### config.mk
export PLATFORM = sky130hd
export DESIGN_NAME = ecct_timer
export DESIGN_NICKNAME = d
export VERILOG_FILES = /design/src/hdl/ecct_pkg.sv /design/src/hdl/ecct_timer.sv /design/src/hdl/ecct_edge_sync.sv
export SDC_FILE = /design/constraint.sdc
export NUM_CORES = 1
export LEC_CHECK = 0
export ABC_AREA = 1
export CORE_ASPECT_RATIO = 1.25
export CORE_MARGIN = 2
export CORE_UTILIZATION = 50
export CTS_CLUSTER_SIZE = 40
export DETAILED_ROUTE_END_ITERATION = 8
export DONT_BUFFER_PORTS = 1
export SYNTH_ARGS = -nofsm -noshare
export SYNTH_HDL_FRONTEND = slang
export SYNTH_SLANG_ARGS = --single-unit
### constraint.sdc
create_clock -name clock_in -period 1.9 [get_ports clock_in]
set_input_delay 0.095 -clock clock_in [delete_from_list [all_inputs] [get_ports clock_in]]
set_output_delay 0.095 -clock clock_in [all_outputs]
set_load 0.02 [all_outputs]
### src/hdl/ecct_pkg.sv
// Purpose: Shared constants of the edge clear capture timer.
// Assumes: Registers sit on a plain word port, one register per index.
// Notes:   Field positions are bit indices inside the listed registers.
package ecct_pkg;
    localparam int          ECCT_CNT_W        = 16;
    localparam int          ECCT_ADDR_W       = 3;
    localparam int          ECCT_DATA_W       = 16;
    // Register indices.
    localparam logic [2:0]  ECCT_ADDR_MODE    = 3'h0;
    localparam logic [2:0]  ECCT_ADDR_ROLE    = 3'h1;
    localparam logic [2:0]  ECCT_ADDR_OUTCTL  = 3'h2;
    localparam logic [2:0]  ECCT_ADDR_PRESC   = 3'h3;
    localparam logic [2:0]  ECCT_ADDR_COUNT   = 3'h4;
    localparam logic [2:0]  ECCT_ADDR_CC0     = 3'h5;
    localparam logic [2:0]  ECCT_ADDR_CC1     = 3'h6;
    // Mode control fields.
    localparam int          ECCT_MODE_WRAP    = 0;
    localparam int          ECCT_MODE_ETOG    = 1;
    localparam int          ECCT_MODE_LO      = 2;
    localparam int          ECCT_MODE_HI      = 3;
    // Capture role fields.
    localparam int          ECCT_ROLE_CAP0    = 0;
    localparam int          ECCT_ROLE_REV0    = 1;
    localparam int          ECCT_ROLE_CAP1    = 2;
    // Output control fields.
    localparam int          ECCT_OUT_EN       = 0;
    localparam int          ECCT_OUT_INV0     = 1;
    localparam int          ECCT_OUT_INV1     = 2;
    // Prescaler fields.
    localparam int          ECCT_PRE_SRC_LO   = 0;
    localparam int          ECCT_PRE_SRC_HI   = 1;
    localparam int          ECCT_PRE_A_LO     = 3;
    localparam int          ECCT_PRE_A_HI     = 4;
    localparam int          ECCT_PRE_B_LO     = 5;
    localparam int          ECCT_PRE_B_HI     = 6;
    // Operating modes.
    localparam logic [1:0]  ECCT_OP_STOP      = 2'h0;
    localparam logic [1:0]  ECCT_OP_FREE      = 2'h1;
    localparam logic [1:0]  ECCT_OP_EDGE_CLR  = 2'h2;
    localparam logic [1:0]  ECCT_OP_MATCH_CLR = 2'h3;
    // Edge selections.
    localparam logic [1:0]  ECCT_EDGE_FALL    = 2'h0;
    localparam logic [1:0]  ECCT_EDGE_RISE    = 2'h1;
    localparam logic [1:0]  ECCT_EDGE_NONE    = 2'h2;
    localparam logic [1:0]  ECCT_EDGE_BOTH    = 2'h3;
    // Count sources.
    localparam logic [1:0]  ECCT_SRC_EDGE_A   = 2'h3;
    localparam logic [15:0] ECCT_CNT_MAX      = 16'hffff;
    localparam logic [15:0] ECCT_CNT_ZERO     = 16'h0000;
endpackage : ecct_pkg

### src/hdl/ecct_timer.sv
// Purpose: 16-bit up-counter with two capture/compare registers.
// Assumes: Edge pins are asynchronous; registers sit on a plain word port.
// Notes:   Interrupt requests are one-cycle pulses for an outside controller.
//
// Operation
// Input A edge captures register one, clears counter.
// Match zero raises irq zero, toggles output.
// Register one capture raises irq one.
// Edge toggle plus match gives compare+1 pulse.
// Rise clears, fall captures register zero.
// Reverse-phase capture raises no irq zero.
// Input B edge still raises irq zero.
// Software masks unused irq zero.
// Output unusable while input B detection used.
// Both edges capture, clear and toggle.
// Software reads both captures after irq one.
// Compare matches raise irqs, never clear; here mode 11 clears the counter on a register zero match.
// Register zero captures on A or B.
// Register one captures on input A only.
// Count register reads current count.
// Mode 01 counts up freely.
// After maximum: set flag, wrap, continue.
// Software clears wrap flag by writing zero.
// Free-running supports all three role mixes.
// Mode 10 selects edge clear-and-start.
// Mode bit 1 enables toggle on A edge.
// Edges accepted after two agreeing samples.
// Software never counts input A edges here.
// Reset clears counter, flag, irqs, output.
//
// The register offsets and the address-and-strobe port were chosen for this implementation.
`timescale 1ns/100ps
module ecct_timer
    import ecct_pkg::*;
#(
    parameter int DIV_MID  = 4,
    parameter int DIV_SLOW = 16
) (
    // Clock and reset
    input  wire logic                   clock_in,
    input  wire logic                   rst_b_in,
    // Register port
    input  wire logic [ECCT_ADDR_W-1:0] addr_in,
    input  wire logic [ECCT_DATA_W-1:0] wr_data_in,
    input  wire logic                   wr_in,
    input  wire logic                   rd_in,
    output logic      [ECCT_DATA_W-1:0] rd_data_out,
    // Pins
    input  wire logic                   edge_input_a_in,
    input  wire logic                   edge_input_b_in,
    output logic                        toggle_output_out,
    // Interrupt requests
    output logic                        irq_zero_out,
    output logic                        irq_one_out
);
    logic [ECCT_CNT_W-1:0] up_counter_reg;
    logic [ECCT_CNT_W-1:0] cc_register_zero_reg;
    logic [ECCT_CNT_W-1:0] cc_register_one_reg;
    logic [7:1]            mode_control_reg;
    logic                  wrap_flag_reg;
    logic [7:0]            capture_role_reg;
    logic [7:0]            output_control_reg;
    logic [7:0]            prescaler_reg;
    logic [7:0]            div_count_reg;
    logic                  updated_reg;
    logic                  a_rise;
    logic                  a_fall;
    logic                  b_rise;
    logic                  b_fall;
    logic                  a_valid;
    logic                  a_reverse;
    logic                  b_valid;
    logic                  tick;
    logic                  edge_clear;
    logic                  match0;
    logic                  match1;
    logic                  cap0_rev;
    logic                  cap0_b;
    logic                  cap1;
    logic                  toggle_now;
    logic                  wr_mode;
    logic [1:0]            op_mode;
    logic [1:0]            sel_a;
    logic [1:0]            sel_b;
    logic [1:0]            source;

    ecct_edge_sync u_sync_a (
        .clock_in (clock_in),
        .rst_b_in (rst_b_in),
        .pin_in   (edge_input_a_in),
        .rise_out (a_rise),
        .fall_out (a_fall)
    );

    ecct_edge_sync u_sync_b (
        .clock_in (clock_in),
        .rst_b_in (rst_b_in),
        .pin_in   (edge_input_b_in),
        .rise_out (b_rise),
        .fall_out (b_fall)
    );

    function automatic logic edge_hit(input logic [1:0] sel, input logic r, input logic f);
        edge_hit = (sel == ECCT_EDGE_RISE && r) || (sel == ECCT_EDGE_FALL && f)
                || (sel == ECCT_EDGE_BOTH && (r || f));
    endfunction : edge_hit

    assign op_mode  = mode_control_reg[ECCT_MODE_HI:ECCT_MODE_LO];
    assign sel_a    = prescaler_reg[ECCT_PRE_A_HI:ECCT_PRE_A_LO];
    assign sel_b    = prescaler_reg[ECCT_PRE_B_HI:ECCT_PRE_B_LO];
    assign source   = prescaler_reg[ECCT_PRE_SRC_HI:ECCT_PRE_SRC_LO];
    assign a_valid  = edge_hit(sel_a, a_rise, a_fall);
    // The reverse phase of a single-edge selection is the opposite edge.
    assign a_reverse = edge_hit(sel_a, a_fall, a_rise);
    assign b_valid  = edge_hit(sel_b, b_rise, b_fall);
    assign wr_mode  = wr_in && addr_in == ECCT_ADDR_MODE;

    // Count clock: every cycle, two divided rates, or input A edges.
    always_comb begin
        case (source)
            2'h0:            tick = 1'b1;
            2'h1:            tick = div_count_reg == 8'(DIV_MID - 1);
            2'h2:            tick = div_count_reg == 8'(DIV_SLOW - 1);
            ECCT_SRC_EDGE_A: tick = a_valid;
            default:         tick = 1'b0;
        endcase
    end

    // The divider rests at zero while stopped, so the first divided tick is a full period.
    always_ff @(posedge clock_in or negedge rst_b_in) begin
        if (!rst_b_in) begin
            div_count_reg <= 8'h00;
        end else if (op_mode == ECCT_OP_STOP || div_count_reg == 8'(DIV_SLOW - 1)) begin
            div_count_reg <= 8'h00;
        end else if (source == 2'h1 && div_count_reg == 8'(DIV_MID - 1)) begin
            div_count_reg <= 8'h00;
        end else begin
            div_count_reg <= div_count_reg + 8'h01;
        end
    end

    // In edge-clear mode an input A edge count source keeps the counter at zero.
    assign edge_clear = op_mode == ECCT_OP_EDGE_CLR && a_valid;
    // Matches are judged once per new count so a held value fires once.
    assign match0 = !capture_role_reg[ECCT_ROLE_CAP0] && updated_reg
                 && up_counter_reg == cc_register_zero_reg;
    assign match1 = !capture_role_reg[ECCT_ROLE_CAP1] && updated_reg
                 && up_counter_reg == cc_register_one_reg;
    assign cap0_rev = capture_role_reg[ECCT_ROLE_CAP0] && capture_role_reg[ECCT_ROLE_REV0]
                   && a_reverse;
    assign cap0_b   = capture_role_reg[ECCT_ROLE_CAP0] && !capture_role_reg[ECCT_ROLE_REV0]
                   && b_valid;
    assign cap1     = capture_role_reg[ECCT_ROLE_CAP1] && a_valid;

    // Stop holds the counter at zero, so every start counts from zero.
    always_ff @(posedge clock_in or negedge rst_b_in) begin
        if (!rst_b_in) begin
            up_counter_reg <= ECCT_CNT_ZERO;
            updated_reg    <= 1'b0;
        end else begin
            updated_reg <= 1'b0;
            if (op_mode == ECCT_OP_STOP) begin
                up_counter_reg <= ECCT_CNT_ZERO;
            end else if (edge_clear) begin
                up_counter_reg <= ECCT_CNT_ZERO;
                updated_reg    <= 1'b1;
            end else if (tick) begin
                updated_reg <= 1'b1;
                // Only a register zero match clears, and only in the match-clear mode.
                if (op_mode == ECCT_OP_MATCH_CLR && match0) begin
                    up_counter_reg <= ECCT_CNT_ZERO;
                end else begin
                    up_counter_reg <= up_counter_reg + 16'h0001;
                end
            end
        end
    end

    // Capture registers; a software write loses against a capture.
    always_ff @(posedge clock_in or negedge rst_b_in) begin
        if (!rst_b_in) begin
            cc_register_zero_reg <= ECCT_CNT_ZERO;
            cc_register_one_reg  <= ECCT_CNT_ZERO;
        end else begin
            if (cap0_rev || cap0_b) begin
                cc_register_zero_reg <= up_counter_reg;
            end else if (wr_in && addr_in == ECCT_ADDR_CC0) begin
                cc_register_zero_reg <= wr_data_in;
            end
            if (cap1) begin
                cc_register_one_reg <= up_counter_reg;
            end else if (wr_in && addr_in == ECCT_ADDR_CC1) begin
                cc_register_one_reg <= wr_data_in;
            end
        end
    end

    // Input B raises irq zero even when it captures nothing.
    always_ff @(posedge clock_in or negedge rst_b_in) begin
        if (!rst_b_in) begin
            irq_zero_out <= 1'b0;
            irq_one_out  <= 1'b0;
        end else begin
            irq_zero_out <= match0 || b_valid;
            irq_one_out  <= match1 || cap1;
        end
    end

    // Several events in one cycle give a single toggle.
    assign toggle_now = output_control_reg[ECCT_OUT_EN]
        && ((match0 && output_control_reg[ECCT_OUT_INV0])
         || (match1 && output_control_reg[ECCT_OUT_INV1])
         || (op_mode != ECCT_OP_STOP && a_valid && mode_control_reg[ECCT_MODE_ETOG]));

    always_ff @(posedge clock_in or negedge rst_b_in) begin
        if (!rst_b_in) begin
            toggle_output_out <= 1'b0;
        end else if (!output_control_reg[ECCT_OUT_EN]) begin
            toggle_output_out <= 1'b0;
        end else if (toggle_now) begin
            toggle_output_out <= ~toggle_output_out;
        end
    end

    always_ff @(posedge clock_in or negedge rst_b_in) begin
        if (!rst_b_in) begin
            mode_control_reg      <= 7'h00;
            capture_role_reg      <= 8'h00;
            output_control_reg    <= 8'h00;
            prescaler_reg         <= 8'h00;
        end else if (wr_in) begin
            case (addr_in)
                ECCT_ADDR_MODE:   mode_control_reg      <= wr_data_in[7:1];
                ECCT_ADDR_ROLE:   capture_role_reg      <= wr_data_in[7:0];
                ECCT_ADDR_OUTCTL: output_control_reg    <= wr_data_in[7:0];
                ECCT_ADDR_PRESC:  prescaler_reg         <= wr_data_in[7:0];
                default:          ;
            endcase
        end
    end

    // The wrap flag is set by hardware and only cleared by software; set wins.
    always_ff @(posedge clock_in or negedge rst_b_in) begin
        if (!rst_b_in) begin
            wrap_flag_reg <= 1'b0;
        end else if (op_mode != ECCT_OP_STOP && !edge_clear && tick
                     && up_counter_reg == ECCT_CNT_MAX) begin
            wrap_flag_reg <= 1'b1;
        end else if (wr_mode && !wr_data_in[ECCT_MODE_WRAP]) begin
            wrap_flag_reg <= 1'b0;
        end
    end

    always_ff @(posedge clock_in or negedge rst_b_in) begin
        if (!rst_b_in) begin
            rd_data_out <= 16'h0000;
        end else if (rd_in) begin
            case (addr_in)
                ECCT_ADDR_MODE:   rd_data_out <= {8'h00, mode_control_reg, wrap_flag_reg};
                ECCT_ADDR_ROLE:   rd_data_out <= {8'h00, capture_role_reg};
                ECCT_ADDR_OUTCTL: rd_data_out <= {8'h00, output_control_reg};
                ECCT_ADDR_PRESC:  rd_data_out <= {8'h00, prescaler_reg};
                ECCT_ADDR_COUNT:  rd_data_out <= up_counter_reg;
                ECCT_ADDR_CC0:    rd_data_out <= cc_register_zero_reg;
                ECCT_ADDR_CC1:    rd_data_out <= cc_register_one_reg;
                default:          rd_data_out <= 16'h0000;
            endcase
        end else begin
            rd_data_out <= 16'h0000;
        end
    end
endmodule : ecct_timer

### src/hdl/ecct_edge_sync.sv
// Purpose: Synchronise one pin and report filtered rising and falling edges.
// Assumes: The pin is asynchronous to clock_in.
// Notes:   A level change counts only once two samples agree.
`timescale 1ns/100ps
module ecct_edge_sync (
    // Clock and reset
    input  wire logic clock_in,
    input  wire logic rst_b_in,
    // Pin and edges
    input  wire logic pin_in,
    output logic      rise_out,
    output logic      fall_out
);
    logic       sync1_reg;
    logic       sync2_reg;
    logic       sync3_reg;
    logic       level_reg;

    always_ff @(posedge clock_in or negedge rst_b_in) begin
        if (!rst_b_in) begin
            sync1_reg <= 1'b0;
            sync2_reg <= 1'b0;
            sync3_reg <= 1'b0;
        end else begin
            sync1_reg <= pin_in;
            sync2_reg <= sync1_reg;
            sync3_reg <= sync2_reg;
        end
    end

    // Short glitches never reach level_reg because both samples must agree.
    always_ff @(posedge clock_in or negedge rst_b_in) begin
        if (!rst_b_in) begin
            level_reg <= 1'b0;
            rise_out  <= 1'b0;
            fall_out  <= 1'b0;
        end else begin
            rise_out <= 1'b0;
            fall_out <= 1'b0;
            if (sync2_reg == sync3_reg && sync3_reg != level_reg) begin
                level_reg <= sync3_reg;
                rise_out  <= sync3_reg;
                fall_out  <= ~sync3_reg;
            end
        end
    end
endmodule : ecct_edge_sync

==> reports/results.ini, run 1 <==
[status]
outcome = complete, but fails checks
violations = negative hold slack

[timing]
worstMarginPinSlew_ps = 1080
hold_ws_ps = -632
post-route-period-util_pct = 94.3
fin_ws_ps = 109
max_slew_margin_pct = 27.6
report.final.slew_viol_count = 0
setup_viol = 0
finClkSkew_ps = 5.69
post-route-min-period_ps = 1790
finalHoldViolations = 120
clock.fmax_ghz = 0.558

[yosys]
synthCells = 775
synth_top_area_share_pct = 48.5
ys_ff_latch = 120
yosysTopAreaCell = dfrtp_1
synth_cell_types = 43
ys_top_cells_by_count = nand2_1, dfrtp_1, inv_1
yosys-top-cells-area = dfrtp_1, nand2_1, inv_1, nand3_1, o21ai_0
synth.avg_cell_area_um2 = 7.98
synth-edff-count = 0
synth_ff_type = dfrtp_1
synth.cell_area_mm2 = 0.00619
synth_nets = 802
yosys_warnings = 0
yosysMostFrequentCell = nand2_1
ys_seq_area_share_pct = 48.5
synthArstFlopShare_pct = 100

[routing]
vias = 5737
drtIter0Drc = 487
drt_pass1_iterations = 5
drt-vias-per-instance = 5.78
post-route-drc-count = 0
finalWirelength_mm = 18.9
routedWlPerCell_um = 19.1
ant_nets = 0

[cts]
cts_htree_levels = 4
cts_root_buf = clkbuf_16
clockBufferDepth = 2
cts_hold_buffers = 20
clk_pin_slew_worst_paths_ps = 60
clk_latency_ps = 430
cts_tree = done
cts_buffers = 17
numClockSinks = 120

[placement]
io_buffers = 0
dp_hpwl_mm = 13.0
place_area_mm2 = 0.00646
gp_congestion = 0.894
place_ws_ps = 41.6

[worst_setup_path]
cp.arrival_ps = 2130
path_class = reg2reg
start_kind = register
crit_required_ps = 2240
worstPathMaxFanout = 6
crit_path_end_kind = register

[pwr]
power-per-cell-area_mw_per_mm2 = 1150
p_int_mw = 5.73
power_mw = 8.39
seqPwrFrac_pct = 41.0
leakagePower_nw = 3.39
switchingPower_mw = 2.67
swShare_pct = 31.8
pwr-share-clk_pct = 39.9
peakVddDrop_uv = 709
comb_power_share_pct = 19.1

[die]
initial_core_util_pct = 51.1
dieArea_mm2 = 0.0133
num_rows = 45
die_h_um = 128
io_pins = 44
fp.coreArea_mm2 = 0.0121
die_w_um = 103

[global_route]
grt_overflow = 0
gr-usage-all-layers_pct = 30.3
grt_pass1_wl_mm = 29.9
grt_pass1_vias = 5661
antenna_found_initial = 0
grt_max_degree = 121

[cells_and_area]
drive_gt1_share_pct = 12.2
syn_to_final_growth_pct = 18.2
fin_area_mm2 = 0.00731
antenna_cells = 0
finalNetCount = 842

[worst_hold_path]
holdCritPathClass = in2async

[flow_run]
maxCapViolCount = 0

-- layout make-up --
class	count	area, um2
sequential	120	3010
fill	1079	4790
timing repair buffer	47	407
tap	164	205
clock inverter	14	174
clock buffer	18	439
inverter	100	375
multi-input combinational	529	2700
-- logic make-up (layout without fill, tap and decap cells) --
logic type,after synthesis,in the layout,share of synthesized area (%)
and+or+nand+nor,380,380,27.4
AOI/OAI and AO/OA,141,141,14.6
buffers and inverters,126,179,8.17
DFF,120,120,48.5
xor gates and xnor gates,6,6,0.850
adders and majority gates,2,2,0.404
-- power by group through the flow --
| stage | combinational (mW) | sequential [mW] | clock [mW] |
|---|---|---|---|
| floorplan | 1.16 | 3.35 | 0 |
| global placement | 1.46 | 3.46 | 0 |
| detailed placement | 1.51 | 3.47 | 0 |
| CTS | 1.57 | 3.43 | 3.38 |
| global route | 1.81 | 3.50 | 3.50 |
| finish | 1.60 | 3.44 | 3.35 |
-- placed cells by master (no fill, tap or decap), types with 3 or more instances in the layout --
cell type      count
nand2_1          199
dfrtp_1          116
inv_1             88
nand3_1           60
nor2_1            59
o21ai_0           52
nand4_1           28
buf_4             26
o211ai_1          20
dlygate4sd3_1     20
a21oi_1           18
o221ai_1          18
clkbuf_16         17
inv_2             12
o22ai_1           12
nor3_1             9
nand2_2            6
a41oi_1            5
xor2_1             4
nor2_2             4
o21ai_1            4
clkinvlp_4         4
dfrtp_2            4
nand3_2            3
bufinv_16          3
clkinv_4           3
-- critical path: stages, from the launching register on --
cell     delay [ps]
dfrtp_1         450
ha_1            220
and3_1          210
nand2_1         180
nor4_4          260
nand4_1         190
o21ai_0         200
-- worst paths after layout --
check | from | end | slack [ps] | cells after the start
max in group asynchronous | rst_b_in | rd_data_out[2] | 2330 | 0
setup / recovery | up_counter_reg[1] | wrap_flag_reg | 110 | 6
hold reg to reg | u_sync_a.sync1_reg | u_sync_a.sync2_reg | 360 | 0
setup reg to reg | up_counter_reg[1] | wrap_flag_reg | 110 | 6
hold / removal | rst_b_in | up_counter_reg[15] | -630 | 0
min in group clock_in | addr_in[2] | rd_data_out[2] | 90 | 5
-- what timing repair did --
action                                  in CTS  in global routing
endpoints found under the setup margin       0                 13
resized for setup                            0                 11
hold endpoints to repair                   194                120
setup buffers                                0                  1
-- per-stage QoR --
step	setup TNS (ps)	hold slack, ps	cells	util, %
6_report	0	-632	992	60.4
5_1_grt	-41.5	-646	992	60.4
4_1_cts	0	-647	991	60.1
3_5_place_dp	0	-196	939	53.3
3_3_place_gp	0	-197	939	53.3
2_1_floorplan	0	-201	775	-
-- metal layers --
layer	track usage [%]	share of wire (%)
met5	0	0
met4	17.8	5.1
met3	5.98	6.5
met2	49.0	49
met1	37.3	39
No activity file was read; power rests on OpenSTA's default activity.
==> inputs of run 2 (changes only) <==
--- a/config.mk
+++ b/config.mk
@@ -12,6 +12,7 @@
 export CTS_CLUSTER_SIZE = 40
 export DETAILED_ROUTE_END_ITERATION = 8
 export DONT_BUFFER_PORTS = 1
+export RECOVER_POWER = 50
 export SYNTH_ARGS = -nofsm -noshare
 export SYNTH_HDL_FRONTEND = slang
 export SYNTH_SLANG_ARGS = --single-unit
==> reports/results.ini, run 2 (same netlist as run 1, synthesis figures left out) <==
[timing]
setup_viol = 0  ; unchanged
post-route-period-util_pct = 94.2  ; about the same
post-route-min-period_ps = 1790  ; -1.01 ps
max_slew_margin_pct = 27.2  ; -0.36 points
tns_ps = 0  ; unchanged
report.final.slew_viol_count = 0  ; unchanged
clock.fmax_ghz = 0.559  ; about the same
finalHoldViolations = 120  ; unchanged
worstMarginPinSlew_ps = 1090  ; +5.38 ps
finClkSkew_ps = 5.73  ; +0.0459 ps
hold_ws_ps = -631  ; +0.962 ps

[cells_and_area]
syn_to_final_growth_pct = 18.0
fill_cells = 1081  ; +0.19%
antenna_cells = 0  ; unchanged
final_cell_mix = nand2_1, dfrtp_1, inv_1
finalNetCount = 842  ; unchanged
register_area_mm2 = 0.00301  ; unchanged
final_common_cell = nand2_1
fin_area_mm2 = 0.00730  ; -0.15%
multi_input_area_mm2 = 0.00269  ; -0.42%
drive_gt1_share_pct = 12.1  ; -0.12 points

[cts]
cts_buffers = 17  ; unchanged
clockBufferDepth = 2  ; unchanged
cts_htree_levels = 4  ; unchanged
numClockSinks = 120  ; unchanged
cts_root_buf = clkbuf_16
cts_tree = done
clk_latency_ps = 420  ; about the same
cts_hold_buffers = 20  ; unchanged
clk_pin_slew_worst_paths_ps = 60  ; about the same

[worst_setup_path]
worstReg2RegStart = up_counter_reg[1]
reg2reg_slack_ps = 110  ; about the same
worstPathMaxFanout = 6  ; unchanged
reg2reg_to = wrap_flag_reg
reg2reg_depth = 6  ; unchanged
crit_required_ps = 2240  ; about the same
crit_path_end_kind = register
cp.arrival_ps = 2130  ; about the same
start_kind = register
path_class = reg2reg

[die]
dieArea_mm2 = 0.0133  ; unchanged
initial_core_util_pct = 51.1  ; unchanged
num_rows = 45  ; unchanged
die_w_um = 103  ; unchanged
die_h_um = 128  ; unchanged
fp.coreArea_mm2 = 0.0121  ; unchanged
io_pins = 44  ; unchanged

[routing]
drt_pass1_iterations = 5  ; unchanged
finalWirelength_mm = 18.9  ; about the same
post-route-drc-count = 0  ; unchanged
drtIter0Drc = 490  ; +0.62%
ant_nets = 0  ; unchanged
routedWlPerCell_um = 19.1  ; about the same
drt-vias-per-instance = 5.81  ; +0.52%
vias = 5767  ; +0.52%

[global_route]
antenna_found_initial = 0  ; unchanged
grt_max_degree = 121  ; unchanged
gr-usage-all-layers_pct = 30.3  ; unchanged
grt_pass1_wl_mm = 29.9  ; unchanged
grt_pass1_vias = 5661  ; unchanged
grt_overflow = 0  ; unchanged

[flow_run]
maxCapViolCount = 0  ; unchanged

[pwr]
leakagePower_nw = 3.38  ; about the same
peakVddDrop_uv = 711  ; +0.33%
swShare_pct = 31.8  ; about the same
seqPwrFrac_pct = 41.0  ; about the same
power-per-cell-area_mw_per_mm2 = 1150  ; +0.16%
p_int_mw = 5.73  ; about the same
switchingPower_mw = 2.67  ; about the same
comb_power_share_pct = 19.0  ; about the same
pwr-share-clk_pct = 39.9  ; about the same

[status]
violations = negative hold slack
outcome = complete, but fails checks

[placement]
gp_congestion = 0.894  ; unchanged
place_area_mm2 = 0.00646  ; unchanged
io_buffers = 0  ; unchanged
dp_hpwl_mm = 13.0  ; unchanged

[worst_hold_path]
holdCritPathClass = in2async

-- run 2: changes by cell type in the layout (fill, tap and decap cells not counted) --
| cell | delta |
|---|---|
| nor3_1 | +1 |
| nor3_4 | -1 |
-- run 2: metrics by stage --
stage / setup WS [ps] / utilization (%) / total power [mW] / instances
after CTS: 4.70 / 60.1 / 8.39 / 991
after floorplan: 383 / - / 4.51 / 775
after global placement: 9.48 / 53.3 / 4.93 / 939
after global routing: -15.9 / 60.3 / 8.80 / 992
after detailed placement: 41.6 / 53.3 / 4.97 / 939
final: 110 / 60.3 / 8.39 / 992
-- run 2: worst max-delay path, cell delays in order (launching register included) --
cell	delay, ps
dfrtp_1	450
ha_1	220
and3_1	210
nand2_1	180
nor4_4	260
nand4_1	190
o21ai_0	200
-- run 2: power groups by stage --
stage          Clock, mW  Combinational (mW)  Sequential (mW)
2_1_floorplan          0                1.16             3.35
3_3_place_gp           0                1.46             3.46
3_5_place_dp           0                1.51             3.47
4_1_cts             3.38                1.57             3.43
5_1_grt             3.50                1.81             3.50
6_report            3.35                1.60             3.44
-- run 2: cell type report --
cell class                 count  area share (%)
clock buffer                  18            6.02
clock inverter                14            2.38
timing repair buffer          47            5.57
sequential                   120            41.2
inverter                     100            5.14
tap                          164            2.81
multi-input combinational    529            36.9
-- run 2: worst max-delay path by stage --
stage | startpoint | slack [ps] | end | cells past startpoint
2_1_floorplan | up_counter_reg[0] | 380 | up_counter_reg[14] | 7
3_3_place_gp | up_counter_reg[0] | 9 | up_counter_reg[14] | 7
3_5_place_dp | up_counter_reg[0] | 40 | up_counter_reg[14] | 7
4_1_cts | up_counter_reg[0] | 5 | up_counter_reg[14] | 7
5_1_grt | up_counter_reg[11] | -20 | up_counter_reg[7] | 11
6_report | up_counter_reg[1] | 110 | wrap_flag_reg | 6
-- run 2: timing repair --
action,in CTS,in global routing
hold endpoints to repair,194,120
gates resized for setup,0,11
setup buffers,0,1
setup endpoints to repair,0,13
-- run 2: metal layers --
metal	wire [um]	up-vias	GRT usage [%]
met4	1030	0	17.8
met2	9350	231	49.0
met5	0	-	0
met3	1160	83	5.98
met1	7400	2763	37.3
li1	-	2690	-
==> inputs of run 3 (changes only) <==
--- a/config.mk
+++ b/config.mk
@@ -6,12 +6,12 @@
 export NUM_CORES = 1
 export LEC_CHECK = 0
 export ABC_AREA = 1
+export BUFFER_PORTS_ARGS = -buffer_cell sky130_fd_sc_hd__buf_2
 export CORE_ASPECT_RATIO = 1.25
-export CORE_MARGIN = 2
 export CORE_UTILIZATION = 50
 export CTS_CLUSTER_SIZE = 40
 export DETAILED_ROUTE_END_ITERATION = 8
-export DONT_BUFFER_PORTS = 1
+export PLACE_DENSITY = 0.68
 export RECOVER_POWER = 50
 export SYNTH_ARGS = -nofsm -noshare
 export SYNTH_HDL_FRONTEND = slang
==> reports/results.ini, run 3 (same netlist as run 1, synthesis figures left out) <==
[cts]
postCtsSetupBuffers = 0  ; unchanged
cts_htree_levels = 4  ; unchanged
numClockSinks = 120  ; unchanged
cts_root_buf = clkbuf_16
cts_buffers = 17  ; unchanged
cts_tree = done
clockBufferDepth = 2  ; unchanged
clk_latency_ps = 430  ; about the same
clk_pin_slew_worst_paths_ps = 60  ; about the same

[cells_and_area]
drive_gt1_share_pct = 17.3  ; +5.3 points
final_cell_mix = nand2_1, dfrtp_1, inv_1
finalNetCount = 896  ; +6.4%
antenna_cells = 0  ; unchanged
final_common_cell = nand2_1
syn_to_final_growth_pct = 24.2
layout.cells.non_filler = 1046  ; +5.4%

[pwr]
seqPwrFrac_pct = 38.3  ; -2.7 points
pwr-share-clk_pct = 42.0  ; +2.1 points
power_mw = 8.88  ; +5.8%
leakagePower_nw = 3.68  ; +8.7%
swShare_pct = 30.4  ; -1.3 points
peakVddDrop_uv = 779  ; +9.6%
comb_power_share_pct = 19.7  ; +0.7 points
power-per-cell-area_mw_per_mm2 = 1160  ; +0.60%
p_int_mw = 6.18  ; +7.9%
switchingPower_mw = 2.70  ; +1.4%

[routing]
drtIter0Drc = 512  ; +4.5%
ant_nets = 0  ; unchanged
vias = 5942  ; +3.0%
finalWirelength_mm = 18.8  ; -0.47%
drt_pass1_iterations = 7  ; +2
routedWlPerCell_um = 18.0  ; -5.6%
drt-vias-per-instance = 5.68  ; -2.3%
post-route-drc-count = 0  ; unchanged

[placement]
io_buffers = 43  ; +43
dp_hpwl_mm = 13.3  ; +2.7%
gp_congestion = 0.918  ; +2.8%
dp_cells = 995  ; +6.0%

[timing]
post-route-min-period_ps = 1750  ; -42.0 ps
worstMarginPinSlew_ps = 871  ; -217 ps
report.final.slew_viol_count = 0  ; unchanged
clock.fmax_ghz = 0.572  ; +2.4%
setup_viol = 0  ; unchanged
post-route-period-util_pct = 92.0  ; -2.2 points
finClkSkew_ps = 11.3  ; +5.57 ps
hold_ws_ps = 29.5  ; +661 ps
max_slew_margin_pct = 41.9  ; +15 points
finalHoldViolations = 0  ; -100%
tns_ps = 0  ; unchanged
rsz0062_at_grt = true

[worst_setup_path]
crit_required_ps = 2180  ; -60 ps
cp.arrival_ps = 2030  ; -100 ps
path_class = reg2reg
crit_path_end_kind = register
worstPathMaxFanout = 13  ; +7
start_kind = register

[global_route]
antenna_found_initial = 0  ; unchanged
grt_overflow = 0  ; unchanged
grt_pass1_wl_mm = 30.2  ; +0.94%
grt_max_degree = 46  ; -62%
grt_pass1_vias = 5810  ; +2.6%
gr-usage-all-layers_pct = 31.8  ; +1.5 points

[die]
die_w_um = 101  ; -1.9%
io_pins = 44  ; unchanged
initial_core_util_pct = 51.1  ; unchanged
num_rows = 45  ; unchanged
dieArea_mm2 = 0.0128  ; -3.5%
fp.coreArea_mm2 = 0.0121  ; unchanged
die_h_um = 126  ; -1.6%

[worst_hold_path]
holdCritPathClass = in2reg

[status]
outcome = complete, no violations

[flow_run]
maxCapViolCount = 0  ; unchanged

## run 3: changes by cell type in the layout (fill, tap and decap cells not counted), sizes merged
cell         delta
clkbuf          +4
clkinv          -1
dlygate4sd3     -1
clkinvlp        -2
bufinv          +3
buf            +51
## run 3: per-stage QoR
stage	setup WS, ps	util, %	instance area, um2
after global routing	-22.6	63.4	7680
final	152	63.4	7680
after global placement	47.2	56.2	6810
after floorplan	383	-	6190
after CTS	57.3	63.5	7680
after detailed placement	106	56.2	6810
## run 3: power by group through the flow
stage	Sequential [mW]	Clock, mW	Combinational [mW]
after floorplan	3.35	0	1.16
after global placement	3.40	0	1.66
after detailed placement	3.41	0	1.70
after CTS	3.38	3.76	1.74
after global routing	3.46	3.88	1.98
final	3.40	3.74	1.75
## run 3: metal layers
layer  part of all wire (%)  global-route usage, %
met3                    6.0                   6.72
met1                     40                   39.0
met2                     48                   49.9
met4                    6.1                   22.0
met5                      0                      0
## run 3: path summary, 6_finish.rpt
| check | from | endpoint | slack [ps] | depth (start not counted) |
|---|---|---|---|---|
| max | prescaler_reg[4] | cc_register_one_reg[4] | 150 | 7 |
| min | wr_data_in[0] | cc_register_one_reg[0] | 30 | 3 |
| max reg2reg | prescaler_reg[4] | cc_register_one_reg[4] | 150 | 7 |
| min reg2reg | u_sync_a.sync1_reg | u_sync_a.sync2_reg | 350 | 0 |
| max in group asynchronous | rst_b_in | cc_register_zero_reg[4] | 360 | 3 |
| min in group asynchronous | rst_b_in | up_counter_reg[15] | 320 | 2 |
## run 3: area by class of cell
cell class	count	area, um2
Fill cell	1054	4430
Sequential cell	120	3010
Multi-Input combinational cell	529	2700
Timing Repair Buffer	101	713
Clock buffer	18	439
Inverter	100	375
Clock inverter	14	244
Tap cell	164	205
## run 3: what timing repair did
item / CTS / global route
hold buffers: 19 / 0
gates resized for setup: 0 / 11
endpoints found under the hold margin: 61 / 0
endpoints found under the setup margin: 0 / 15
## run 3: critical path, stage by stage (launching register included)
cell and delay, ps:
dfrtp_1 380, inv_1 180, nand3_1 160, nand3_4 160
nand2_2 220, nand2_1 160, buf_4 190, o221ai_1 140
